==> src/rtl/usb_misc_pkg.sv <==
package usb_misc_pkg;

    // ****************************************
    // Register offsets
    // ****************************************
    localparam logic [7:0]  FRAME_NUMBER_OFS     = 8'h74;
    localparam logic [7:0]  FIRMWARE_SCRATCH_OFS = 8'h78;
    localparam logic [7:0]  WRITE_UNLOCK_KEY_OFS = 8'h7c;
    localparam logic [7:0]  LINE_TEST_MODE_OFS   = 8'h84;

    // ****************************************
    // Field layout
    // ****************************************
    localparam int          FRAME_COUNT_LSB      = 0;
    localparam int          FRAME_COUNT_MSB      = 10;
    localparam int          MICROFRAME_LSB       = 11;
    localparam int          MICROFRAME_MSB       = 13;
    localparam int          FORCE_HS_BIT         = 7;
    localparam int          FORCE_FS_BIT         = 4;
    localparam int          RANDOM_PATTERN_BIT   = 3;
    localparam int          DRIVE_K_BIT          = 2;
    localparam int          DRIVE_J_BIT          = 1;
    localparam int          QUIESCENT_NAK_BIT    = 0;
    localparam logic [7:0]  TEST_WRITABLE_MASK   = 8'h9f;
    localparam logic [7:0]  TEST_SPEED_MASK      = 8'h90;
    localparam logic [7:0]  TEST_PATTERN_MASK    = 8'h0f;

    // ****************************************
    // Values and reset values
    // ****************************************
    localparam logic [15:0] UNLOCK_KEY_VALUE     = 16'haa37;
    localparam logic [10:0] FRAME_COUNT_RESET    = 11'h000;
    localparam logic [2:0]  MICROFRAME_RESET     = 3'h0;
    localparam logic [15:0] SCRATCH_RESET        = 16'h0000;
    localparam logic [7:0]  TEST_MODE_RESET      = 8'h00;
    localparam logic [14:0] PATTERN_SEED         = 15'h7fff;
    localparam logic [15:0] READ_IDLE_VALUE      = 16'h0000;

    typedef enum logic {
        byte_low,
        byte_high
    } byte_phase_t;

endpackage : usb_misc_pkg

==> src/rtl/usb_misc_regs.sv <==
// How it works
// Last error-free start-of-frame number is latched into read-only register 74h.
// Byte-wide reads of the frame register give low byte, then high byte.
// Microframe index sits in bits 13:11, frame count in bits 10:0.
// Microframe and frame count clear on chip reset and on bus reset.
// Scratch register at 78h, read/write, cleared on chip and bus reset.
// With host power flag low, suspend entry blocks every register write except to 7Ch.
// Writing key AA37h to register 7Ch lifts the write block.
// Host must send the key before other writes after such a resume.
// With host power flag high, suspend never blocks writes.
// Unlock register is write-only and holds no reset value.
// Test bit 7 forces high-speed only and turns chirp detection off.
// Test bit 4 forces full-speed only and turns chirp detection off.
// Test bit 3 drives a fixed pseudo-random toggle on the data lines.
// Test bit 2 holds the lines in K, bit 1 in J.
// Test bit 0 holds lines quiescent; only high-speed IN answered with NAK.
// Firmware sets at most one speed bit and one pattern bit.
// Once a test mode is entered only power removal leaves it; here chip reset clears all test bits and bus reset the pattern bits.
// Chip reset clears all test bits; bus reset clears only pattern bits.
// Reserved bits of frame and test registers read zero, ignore writes.
`timescale 1ns/10ps

module usb_misc_regs (
    input  wire logic        clock,
    input  wire logic        rst_n,
    // Host port, same clock as the block
    input  wire logic        host_select,
    input  wire logic        host_read,
    input  wire logic        host_write,
    input  wire logic [7:0]  host_address,
    input  wire logic [15:0] host_wdata,
    input  wire logic        host_byte_mode,
    output logic      [15:0] host_rdata,
    output logic             host_rvalid,
    // USB core events
    input  wire logic        sof_ok,
    input  wire logic [10:0] sof_frame,
    input  wire logic [2:0]  sof_microframe,
    input  wire logic        usb_bus_reset,
    input  wire logic        suspend,
    input  wire logic        host_powered_flag,
    // Controls towards the rest of the chip
    output logic             write_locked,
    output logic             force_high_speed,
    output logic             force_full_speed,
    output logic             chirp_disable,
    output logic             random_pattern_test,
    output logic             drive_k_level,
    output logic             drive_j_level,
    output logic             quiescent_nak_test,
    output logic             test_mode_active,
    output logic             line_oe,
    output logic             line_dp,
    output logic             line_dm
);

    // ****************************************
    // Decode helpers
    // ****************************************
    function automatic logic is_wide(input logic [7:0] addr);
        is_wide = (addr == usb_misc_pkg::FRAME_NUMBER_OFS)
               || (addr == usb_misc_pkg::FIRMWARE_SCRATCH_OFS)
               || (addr == usb_misc_pkg::WRITE_UNLOCK_KEY_OFS);
    endfunction : is_wide

    logic                      rd_req;
    logic                      wr_req;
    logic                      wr_ok;
    logic                      byte_step;
    logic                      second_byte;
    logic                      key_ok;
    logic                      suspend_entry;
    logic [15:0]               frame_word;
    logic [7:0]                test_d;

    usb_misc_pkg::byte_phase_t phase_q;
    logic [7:0]                phase_addr_q;
    logic [10:0]               frame_count_field_q;
    logic [2:0]                microframe_index_q;
    logic [7:0]                frame_high_hold_q;
    logic [7:0]                scratch_high_byte_q;
    logic [7:0]                scratch_low_byte_q;
    logic [7:0]                unlock_low_q;
    logic                      suspend_q;
    logic                      locked_q;
    logic [7:0]                test_q;
    logic                      chirp_q;
    logic                      active_q;
    logic [14:0]               lfsr_q;
    logic                      oe_q;
    logic                      dp_q;
    logic                      dm_q;
    logic [15:0]               rdata_q;
    logic                      rvalid_q;

    assign rd_req        = host_select & host_read;
    assign wr_req        = host_select & host_write;
    assign byte_step     = host_byte_mode & is_wide(host_address);
    assign second_byte   = byte_step && (phase_q == usb_misc_pkg::byte_high)
                           && (phase_addr_q == host_address);
    assign suspend_entry = suspend & ~suspend_q;

    // Field packing
    assign frame_word    = {2'b00, microframe_index_q, frame_count_field_q};

    // ****************************************
    // Byte-wide access sequencing
    // ****************************************
    // Pointer restarts on any other address so a stray access cannot skew pairing
    always_ff @(posedge clock) begin
        if (!rst_n) begin
            phase_q      <= usb_misc_pkg::byte_low;
            phase_addr_q <= 8'h00;
        end else if (rd_req || wr_req) begin
            phase_addr_q <= host_address;
            if (byte_step && !second_byte) begin
                phase_q <= usb_misc_pkg::byte_high;
            end else begin
                phase_q <= usb_misc_pkg::byte_low;
            end
        end
    end

    // ****************************************
    // Frame number capture
    // ****************************************
    always_ff @(posedge clock) begin
        if (!rst_n) begin
            // Chip reset clear
            frame_count_field_q <= usb_misc_pkg::FRAME_COUNT_RESET;
            microframe_index_q  <= usb_misc_pkg::MICROFRAME_RESET;
        end else if (usb_bus_reset) begin
            // Bus reset clear
            frame_count_field_q <= usb_misc_pkg::FRAME_COUNT_RESET;
            microframe_index_q  <= usb_misc_pkg::MICROFRAME_RESET;
        end else if (sof_ok) begin
            // Latch good SOF
            frame_count_field_q <= sof_frame;
            microframe_index_q  <= sof_microframe;
        end
    end

    // High byte is frozen at the low-byte read so a SOF in between cannot tear the pair
    always_ff @(posedge clock) begin
        if (!rst_n) begin
            frame_high_hold_q <= 8'h00;
        end else if (rd_req && byte_step && !second_byte
                     && host_address == usb_misc_pkg::FRAME_NUMBER_OFS) begin
            // Snapshot upper half
            frame_high_hold_q <= frame_word[15:8];
        end
    end

    // ****************************************
    // Write lock across suspend
    // ****************************************
    // Key match in either width
    assign key_ok = host_select && host_write
                    && host_address == usb_misc_pkg::WRITE_UNLOCK_KEY_OFS
                    && (host_byte_mode
                        ? (second_byte && {host_wdata[7:0], unlock_low_q}
                                          == usb_misc_pkg::UNLOCK_KEY_VALUE)
                        : host_wdata == usb_misc_pkg::UNLOCK_KEY_VALUE);

    // Gate writes while locked; unlock register stays reachable
    // Host sends the key first, other writes meanwhile are dropped
    assign wr_ok = wr_req
                   && (!locked_q || host_address == usb_misc_pkg::WRITE_UNLOCK_KEY_OFS);

    always_ff @(posedge clock) begin
        if (!rst_n) begin
            suspend_q <= 1'b0;
        end else begin
            suspend_q <= suspend;
        end
    end

    always_ff @(posedge clock) begin
        if (!rst_n) begin
            locked_q <= 1'b0;
        end else if (suspend_entry && !host_powered_flag) begin
            // Lock on suspend entry; wins over a key in the same cycle
            locked_q <= 1'b1;
        end else if (key_ok) begin
            // Key lifts the lock
            locked_q <= 1'b0;
        end
        // Host-powered suspend leaves the lock alone
    end

    // Key register is write-only; only a half-key staging byte is kept
    always_ff @(posedge clock) begin
        if (!rst_n) begin
            unlock_low_q <= 8'h00;
        end else if (wr_req && byte_step && !second_byte
                     && host_address == usb_misc_pkg::WRITE_UNLOCK_KEY_OFS) begin
            unlock_low_q <= host_wdata[7:0];
        end
    end

    // ****************************************
    // Firmware scratch
    // ****************************************
    always_ff @(posedge clock) begin
        if (!rst_n) begin
            // Chip reset clear
            scratch_high_byte_q <= usb_misc_pkg::SCRATCH_RESET[15:8];
            scratch_low_byte_q  <= usb_misc_pkg::SCRATCH_RESET[7:0];
        end else if (usb_bus_reset) begin
            // Bus reset clear
            scratch_high_byte_q <= usb_misc_pkg::SCRATCH_RESET[15:8];
            scratch_low_byte_q  <= usb_misc_pkg::SCRATCH_RESET[7:0];
        end else if (wr_ok && host_address == usb_misc_pkg::FIRMWARE_SCRATCH_OFS) begin
            // Byte or word store
            if (!host_byte_mode) begin
                scratch_high_byte_q <= host_wdata[15:8];
                scratch_low_byte_q  <= host_wdata[7:0];
            end else if (second_byte) begin
                scratch_high_byte_q <= host_wdata[7:0];
            end else begin
                scratch_low_byte_q  <= host_wdata[7:0];
            end
        end
    end

    // ****************************************
    // Line test mode
    // ****************************************
    always_comb begin
        test_d = test_q;
        if (usb_bus_reset) begin
            // Speed bits survive bus reset
            test_d = test_q & usb_misc_pkg::TEST_SPEED_MASK;
        end else if (wr_ok && host_address == usb_misc_pkg::LINE_TEST_MODE_OFS) begin
            // Bits only accumulate; software cannot clear them
            // Reserved bits masked off
            test_d = test_q | (host_wdata[7:0] & usb_misc_pkg::TEST_WRITABLE_MASK);
        end
    end

    always_ff @(posedge clock) begin
        if (!rst_n) begin
            // Chip reset clears all
            test_q  <= usb_misc_pkg::TEST_MODE_RESET;
            chirp_q <= 1'b0;
        end else begin
            test_q  <= test_d;
            // Either forced speed turns off chirp detection
            chirp_q <= test_d[usb_misc_pkg::FORCE_HS_BIT] | test_d[usb_misc_pkg::FORCE_FS_BIT];
        end
    end

    // Sticky test indication, only a chip reset clears it
    always_ff @(posedge clock) begin
        if (!rst_n) begin
            active_q <= 1'b0;
        end else if (|test_d) begin
            active_q <= 1'b1;
        end
    end

    // 15-bit LFSR, steps only while test bit 3 is set, taps 15 and 14
    always_ff @(posedge clock) begin
        if (!rst_n) begin
            lfsr_q <= usb_misc_pkg::PATTERN_SEED;
        end else if (test_q[usb_misc_pkg::RANDOM_PATTERN_BIT]) begin
            lfsr_q <= {lfsr_q[13:0], lfsr_q[14] ^ lfsr_q[13]};
        end
    end

    // Firmware is trusted to set one pattern bit; the order here only breaks ties
    always_ff @(posedge clock) begin
        if (!rst_n) begin
            oe_q <= 1'b0;
            dp_q <= 1'b0;
            dm_q <= 1'b0;
        end else if (test_q[usb_misc_pkg::RANDOM_PATTERN_BIT]) begin
            // Pseudo-random toggle
            oe_q <= 1'b1;
            dp_q <= lfsr_q[14];
            dm_q <= ~lfsr_q[14];
        end else if (test_q[usb_misc_pkg::DRIVE_K_BIT]) begin
            // K state
            oe_q <= 1'b1;
            dp_q <= 1'b0;
            dm_q <= 1'b1;
        end else if (test_q[usb_misc_pkg::DRIVE_J_BIT]) begin
            // J state
            oe_q <= 1'b1;
            dp_q <= 1'b1;
            dm_q <= 1'b0;
        end else if (test_q[usb_misc_pkg::QUIESCENT_NAK_BIT]) begin
            // Quiescent lines
            oe_q <= 1'b1;
            dp_q <= 1'b0;
            dm_q <= 1'b0;
        end else begin
            oe_q <= 1'b0;
            dp_q <= 1'b0;
            dm_q <= 1'b0;
        end
    end

    // ****************************************
    // Read path
    // ****************************************
    always_ff @(posedge clock) begin
        if (!rst_n) begin
            rdata_q  <= usb_misc_pkg::READ_IDLE_VALUE;
            rvalid_q <= 1'b0;
        end else begin
            rvalid_q <= rd_req;
            rdata_q  <= usb_misc_pkg::READ_IDLE_VALUE;
            if (rd_req) begin
                case (host_address)
                    usb_misc_pkg::FRAME_NUMBER_OFS: begin
                        // Low byte first, held high byte second
                        if (!host_byte_mode) begin
                            rdata_q <= frame_word;
                        end else if (second_byte) begin
                            rdata_q <= {8'h00, frame_high_hold_q};
                        end else begin
                            rdata_q <= {8'h00, frame_word[7:0]};
                        end
                    end
                    usb_misc_pkg::FIRMWARE_SCRATCH_OFS: begin
                        if (!host_byte_mode) begin
                            rdata_q <= {scratch_high_byte_q, scratch_low_byte_q};
                        end else if (second_byte) begin
                            rdata_q <= {8'h00, scratch_high_byte_q};
                        end else begin
                            rdata_q <= {8'h00, scratch_low_byte_q};
                        end
                    end
                    usb_misc_pkg::LINE_TEST_MODE_OFS: begin
                        // Reserved bits read zero
                        rdata_q <= {8'h00, test_q & usb_misc_pkg::TEST_WRITABLE_MASK};
                    end
                    default: begin
                        // Unlock and unmapped read as zero
                        rdata_q <= usb_misc_pkg::READ_IDLE_VALUE;
                    end
                endcase
            end
        end
    end

    // ****************************************
    // Outputs
    // ****************************************
    assign host_rdata          = rdata_q;
    assign host_rvalid         = rvalid_q;
    assign write_locked        = locked_q;
    // Force high-speed
    assign force_high_speed    = test_q[usb_misc_pkg::FORCE_HS_BIT];
    // Force full-speed
    assign force_full_speed    = test_q[usb_misc_pkg::FORCE_FS_BIT];
    assign chirp_disable       = chirp_q;
    assign random_pattern_test = test_q[usb_misc_pkg::RANDOM_PATTERN_BIT];
    assign drive_k_level       = test_q[usb_misc_pkg::DRIVE_K_BIT];
    assign drive_j_level       = test_q[usb_misc_pkg::DRIVE_J_BIT];
    // Tells the packet engine to NAK high-speed IN only
    assign quiescent_nak_test  = test_q[usb_misc_pkg::QUIESCENT_NAK_BIT];
    assign test_mode_active    = active_q;
    assign line_oe             = oe_q;
    assign line_dp             = dp_q;
    assign line_dm             = dm_q;

endmodule : usb_misc_regs

==> config.mk <==
export PLATFORM = sky130hd
export DESIGN_NAME = usb_misc_regs
export DESIGN_NICKNAME = d
export VERILOG_FILES = /design/src/rtl/usb_misc_pkg.sv /design/src/rtl/usb_misc_regs.sv
export SDC_FILE = /design/constraint.sdc
export NUM_CORES = 1
export LEC_CHECK = 0
export BUFFER_PORTS_ARGS = -buffer_cell sky130_fd_sc_hd__buf_2
export CAP_MARGIN = 20
export CELL_PAD_IN_SITES_DETAIL_PLACEMENT = 0
export CELL_PAD_IN_SITES_GLOBAL_PLACEMENT = 1
export CORE_ASPECT_RATIO = 1.1
export CORE_MARGIN = 5
export CORE_UTILIZATION = 40
export CTS_BUF_LIST = sky130_fd_sc_hd__clkbuf_8
export DETAILED_ROUTE_END_ITERATION = 16
export GPL_ROUTABILITY_DRIVEN = 0
export GPL_TIMING_DRIVEN = 0
export PLACE_DENSITY = 0.81
export SKIP_LAST_GASP = 1
export SLEW_MARGIN = 20
export SYNTH_ARGS = -nofsm -noshare
export SYNTH_HDL_FRONTEND = slang
export SYNTH_SLANG_ARGS = --single-unit
==> constraint.sdc <==
create_clock -name clock -period 1.89 [get_ports clock]
set_clock_uncertainty 0.2 [all_clocks]
set_input_delay 0.2835 -clock clock [delete_from_list [all_inputs] [get_ports clock]]
set_output_delay 0.2835 -clock clock [all_outputs]
set_load 0.01 [all_outputs]
# == After elaboration in Yosys (flattened, before gate mapping) ==
# Index checks and enable logic that the tools add are counted.
# op_classes
eq_ne,9
n_mux,24
bitwise_logic,10
n_reduce_logical,30
# ops
operator,n
$mux W8,8
$pmux W16 S3,1
$eq A16 B16 Y1 const B,2
$eq A8 B7 Y1 const B,3
$logic_and A1 B1 Y1,17
$mux W16,1
$mux W14,1
$mux W1,13
$eq A8 B8 Y1,1
$eq A8 B8 Y1 const B,1
$or A8 B8 Y8,1
$reduce_or A8 Y1,1
$reduce_and A2 Y1,3
$and A1 B1 Y1,4
$logic_or A1 B1 Y1,4
$logic_not A1 Y1,3
$not A1 Y1,3
$ne A2 B1 Y1 const B,1
$ne A2 B2 Y1 const B,1
$reduce_bool A2 Y1,1
$reduce_or A2 Y1,1
$or A1 B1 Y1,1
$xor A1 B1 Y1,1
# word_totals
ff_bits,100
inputBits,48
elab_cells,92

# == Depth between registers and ports, before layout ==
# depth
ltp_word,11
depth_mapped,8

# == Worst setup path after synthesis ==
# Ideal clock, no wire load.
# synth_timing
path_type,register to register
start,register phase_addr_q[0]
end,register rdata_q[2] (netlist: host_rdata[2])
setup_time_ns,0.125
arrival_time_ns,1.750
required_ns,1.565
setup_slack_ns,-0.185
stages_incl_launch_ff,8
n_path_buf,1
cell_sequence,dfxtp_1 xor2_1 nor4_4 nand4_2 buf_2 mux2_1 a22oi_1 a21oi_1
# synth_between
elab_chain_cells,5
elab_cells_between_ends,7
classes_between,eq/ne (1); mux (5); reduce/logical (1)
# synth_rtl
item,line_no,source
"start, declared",usb_misc_regs.sv:77,logic [7:0] phase_addr_q;
"start signal, assigned",usb_misc_regs.sv:115,phase_addr_q <= host_address;
$eq A8 B8 Y1 (*),usb_misc_regs.sv:100,&& (phase_addr_q == host_address);
$logic_and A1 B1 Y1 (*),usb_misc_regs.sv:100,
$mux W8 (on tied branches),"usb_misc_regs.sv:329, usb_misc_regs.sv:320",
$mux W16 / $mux W14 (equally long branches),"usb_misc_regs.sv:327, usb_misc_regs.sv:318",
$pmux W16 S3 (*),usb_misc_regs.sv:315,case (host_address)
"end signal, assigned",usb_misc_regs.sv:328,"rdata_q <= {scratch_high_byte_q, scratch_low_byte_q};"
"end signal, assigned",usb_misc_regs.sv:330,"rdata_q <= {8'h00, scratch_high_byte_q};"
"end signal, assigned",usb_misc_regs.sv:332,"rdata_q <= {8'h00, scratch_low_byte_q};"
"end, declared",usb_misc_regs.sv:93,logic [15:0] rdata_q;
# Every way passes the cells marked *; elsewhere a longest branch is shown, timed or not.
# A chain may end at the register's enable or synchronous reset.

# == Worst setup path after layout ==
# layout_timing
start,register phase_addr_q[3]
end,register rdata_q[4] (netlist: host_rdata[4])
# The elaborated chain is that of the path after synthesis.

==> flow_summary.ini <==
[cts]
clk_latency_ps = 370
cts_tree = done
clk_transition_reported_paths_ps = 100
numCtsBuffers = 9
clkSinkCount = 100
htree_num_levels = 3
clock-root-buffer = clkbuf_8
cts_buffer_depth = 2

[route]
dr.pass1.iters = 4
ant_nets = 0
via_per_inst = 5.136
routed_wl_mm = 11.61
remaining_drc_errors = 0
num_vias = 3554
drt_iter0_drc = 151
routedWlPerCell_um = 16.78

[global_routing]
global_route.overflow_total = 0
grt_max_degree = 19
grt_antenna_before_repair = 0
grt_pass1_wl_mm = 18.17
first_global_vias = 3577
gr-usage-all-layers_pct = 18.07

[sta]
setup_slack_ps = -217.0
slew_headroom_pct = 49.60
tightest_slew_ps = 755.9
finalCritPeriodShare_pct = 111.5
final-setup-viol-count = 37
min_period_ps = 2107
max_freq_ghz = 0.4746
grt_setup_unrepaired = true
maxSlewViolCount = 0
hold_viol = 0

[power_and_ir_drop]
switching_share_pct = 25.49
p_sw_uw = 993.9
internal_power_uw = 2905
p_leak_uw = 0.002107
power_frac_seq_pct = 55.2
max-vdd-ir-drop_v = 0.0003937
total_power_uw = 3899
pwr-share-comb_pct = 8.1
power.share.clock_pct = 36.8
power.density_nw_per_um2 = 707.5

[worst_setup_path]
crit_family = simple AND/OR/NAND/NOR gates
worstPathRequired_ps = 1930
critPathMaxFanout = 7
crit_buf_inv = 1
cp-start-kind = flip-flop
crit_path_end_kind = flip-flop
cp_data_arrival_time_ps = 2150
cpPeakStageDelay_ps = 340
crit_type = reg2reg
slowest_stage = dfxtp_2
crit_chain = xor2_2, nor4_4, nand4_2, buf_8, mux2_4, a22oi_2, a21oi_2

[placed_design]
dp_hpwl_mm = 8.307
portBuffers = 73
place_inst = 645
pre_cts_slack_ps = -585.7

[die]
core_area_um2 = 10390
die_w_um = 108.5
rows = 39
initial_core_util_pct = 41.05
pin_count = 77
dieArea_um2 = 12830
die_h_um = 118.3

[run]
maxCapViolations = 0

[yosys]
yosysUniqueCellTypes = 52
synth-edff-count = 0
synth_seq_cells = 100
async_flop_share_pct = 0
yosys_warnings = 0
ys_seq_area_share_pct = 46.92
syn_avg_cell_area_um2 = 9.945
syn_inst = 429
synthesis.area_um2 = 4267
synth_ff_type = dfxtp_1
syn-num-nets = 477

[outcome]
status = complete, but fails checks
violations = setup timing

[hold_path]
worstHoldPathType = in2reg

[cells_and_area]
drive_gt1_share_pct = 33.70
n_antenna_cell = 0
final_cells = 692
syn2layout_area_growth_pct = 29.15
nets = 592
tightest hold or removal path, cell delays in order:
cell and delay [ps]:
buf_2 130, nand3_1 70, a21oi_1 60
final timing paths:
check                           slack (ps)                    end       startpoint  cells after the start
worst max-delay path                  -220          host_rdata[4]  phase_addr_q[3]                      7
worst min-delay path                    20  scratch_low_byte_q[6]    host_wdata[6]                      3
worst max register to register        -220          host_rdata[4]  phase_addr_q[3]                      7
worst min register to register         250              test_q[6]        test_q[6]                      2
layout by cell type, fill, tap and decap left out, drive strengths merged, types with 12 or more instances in the layout:
master,instances
mux2i,52
nand2,39
nand3,12
buf,99
a22oi,14
nor2b,29
mux2,12
dlygate4sd3,15
clkbuf,24
nor2,44
dfxtp,100
a21oi,21
flip-flops by register name, indices dropped and copies added, names as in the netlist:
signal and count:
line_oe 1, phase_q 1, microframe_index_q 3, suspend_q 1
write_locked 1, scratch_high_byte_q 8, test_q 8, line_dp 1
host_rvalid 1, chirp_disable 1, phase_addr_q 8, lfsr_q 15
frame_count_field_q 11, unlock_low_q 8, test_mode_active 1, scratch_low_byte_q 8
frame_high_hold_q 6, host_rdata 16, line_dm 1
per-stage QoR:
stage | util, % | area, µm² | hold slack [ps] | TNS [ps]
after floorplan | - | 4297 | 205.2 | -1488
after global routing | 53.02 | 5510 | 15.36 | -6406
after detailed placement | 46.58 | 4841 | 235.3 | -21100
after global placement | 46.58 | 4841 | 223.3 | -19980
after CTS | 51.47 | 5350 | 8.833 | -4588
final | 53.02 | 5510 | 16.00 | -3817
layout make-up:
type                            instances  area (µm²)
Fill cell                             953        4883
Clock inverter                          7       85.08
Tap cell                              143       178.9
Sequential cell                       100        2009
Clock buffer                            9       123.9
Multi-Input combinational cell        300        2293
Timing Repair Buffer                  104       659.4
Buffer                                 25       145.1
Inverter                                4       15.01
cell usage after synthesis (3+ instances only):
cell      number  share of area, %
mux2i_1       52                12
nor4bb_1       3              0.70
nand4_1        5              0.73
a21oi_1       21               2.5
nand2b_1       3              0.44
mux2_2         9               2.4
a22oi_1       14               2.5
inv_1          4              0.35
nand3_1       12               1.4
clkbuf_1      15               1.3
o22ai_1        8               1.2
and2_1         3              0.44
dfxtp_1      100                47
nor2_2         5              0.73
a211oi_2       8               2.3
nor2b_1       29               4.3
nor4_4         3               1.5
nand2_1       39               3.4
mux2_1         3              0.79
xor2_1         7               1.4
buf_4          3              0.53
o21ai_0        5              0.59
buf_1          4              0.35
nor2_1        38               3.3
metal layers:
metal / GRT usage, % / share of wire [%] / up-vias / routed length (µm)
met2: 30.10 / 48 / 91 / 5548
met4: 6.156 / 2.0 / 0 / 227
met5: 0 / 0 / - / 0
met1: 23.30 / 45 / 1693 / 5255
met3: 3.435 / 5.0 / 19 / 581
li1: - / - / 1751 / -
kinds of logic (layout without fill, tap and decap cells):
kind of cell              after synthesis  in the layout  synth area share [%]
xor gates and xnor gates                9              9                 1.848
muxes                                  64             64                 15.37
buffers and inverters                  29            149                 3.050
and+or+nand+nor                       160            160                 21.11
DFF                                   100            100                 46.92
AOI/OAI and AO/OA                      67             67                 11.70
timing repair:
action | in CTS | in global routing
setup buffers | 8 | 8
setup endpoints to repair | 45 | 44
gates resized for setup | 22 | 30
pin swaps | 22 | 8
hold buffers | 15 | 0
hold endpoints to repair | 15 | 0
power groups by stage:
stage / Clock (µW) / Combinational (µW) / Sequential (µW)
6_report: 1430 / 315 / 2150
4_1_cts: 1460 / 305 / 2150
5_1_grt: 1540 / 339 / 2150
2_1_floorplan: 0 / 152 / 2190
3_3_place_gp: 0 / 270 / 2200
3_5_place_dp: 0 / 274 / 2200
Note: power is estimated with default switching activity, not from simulation.
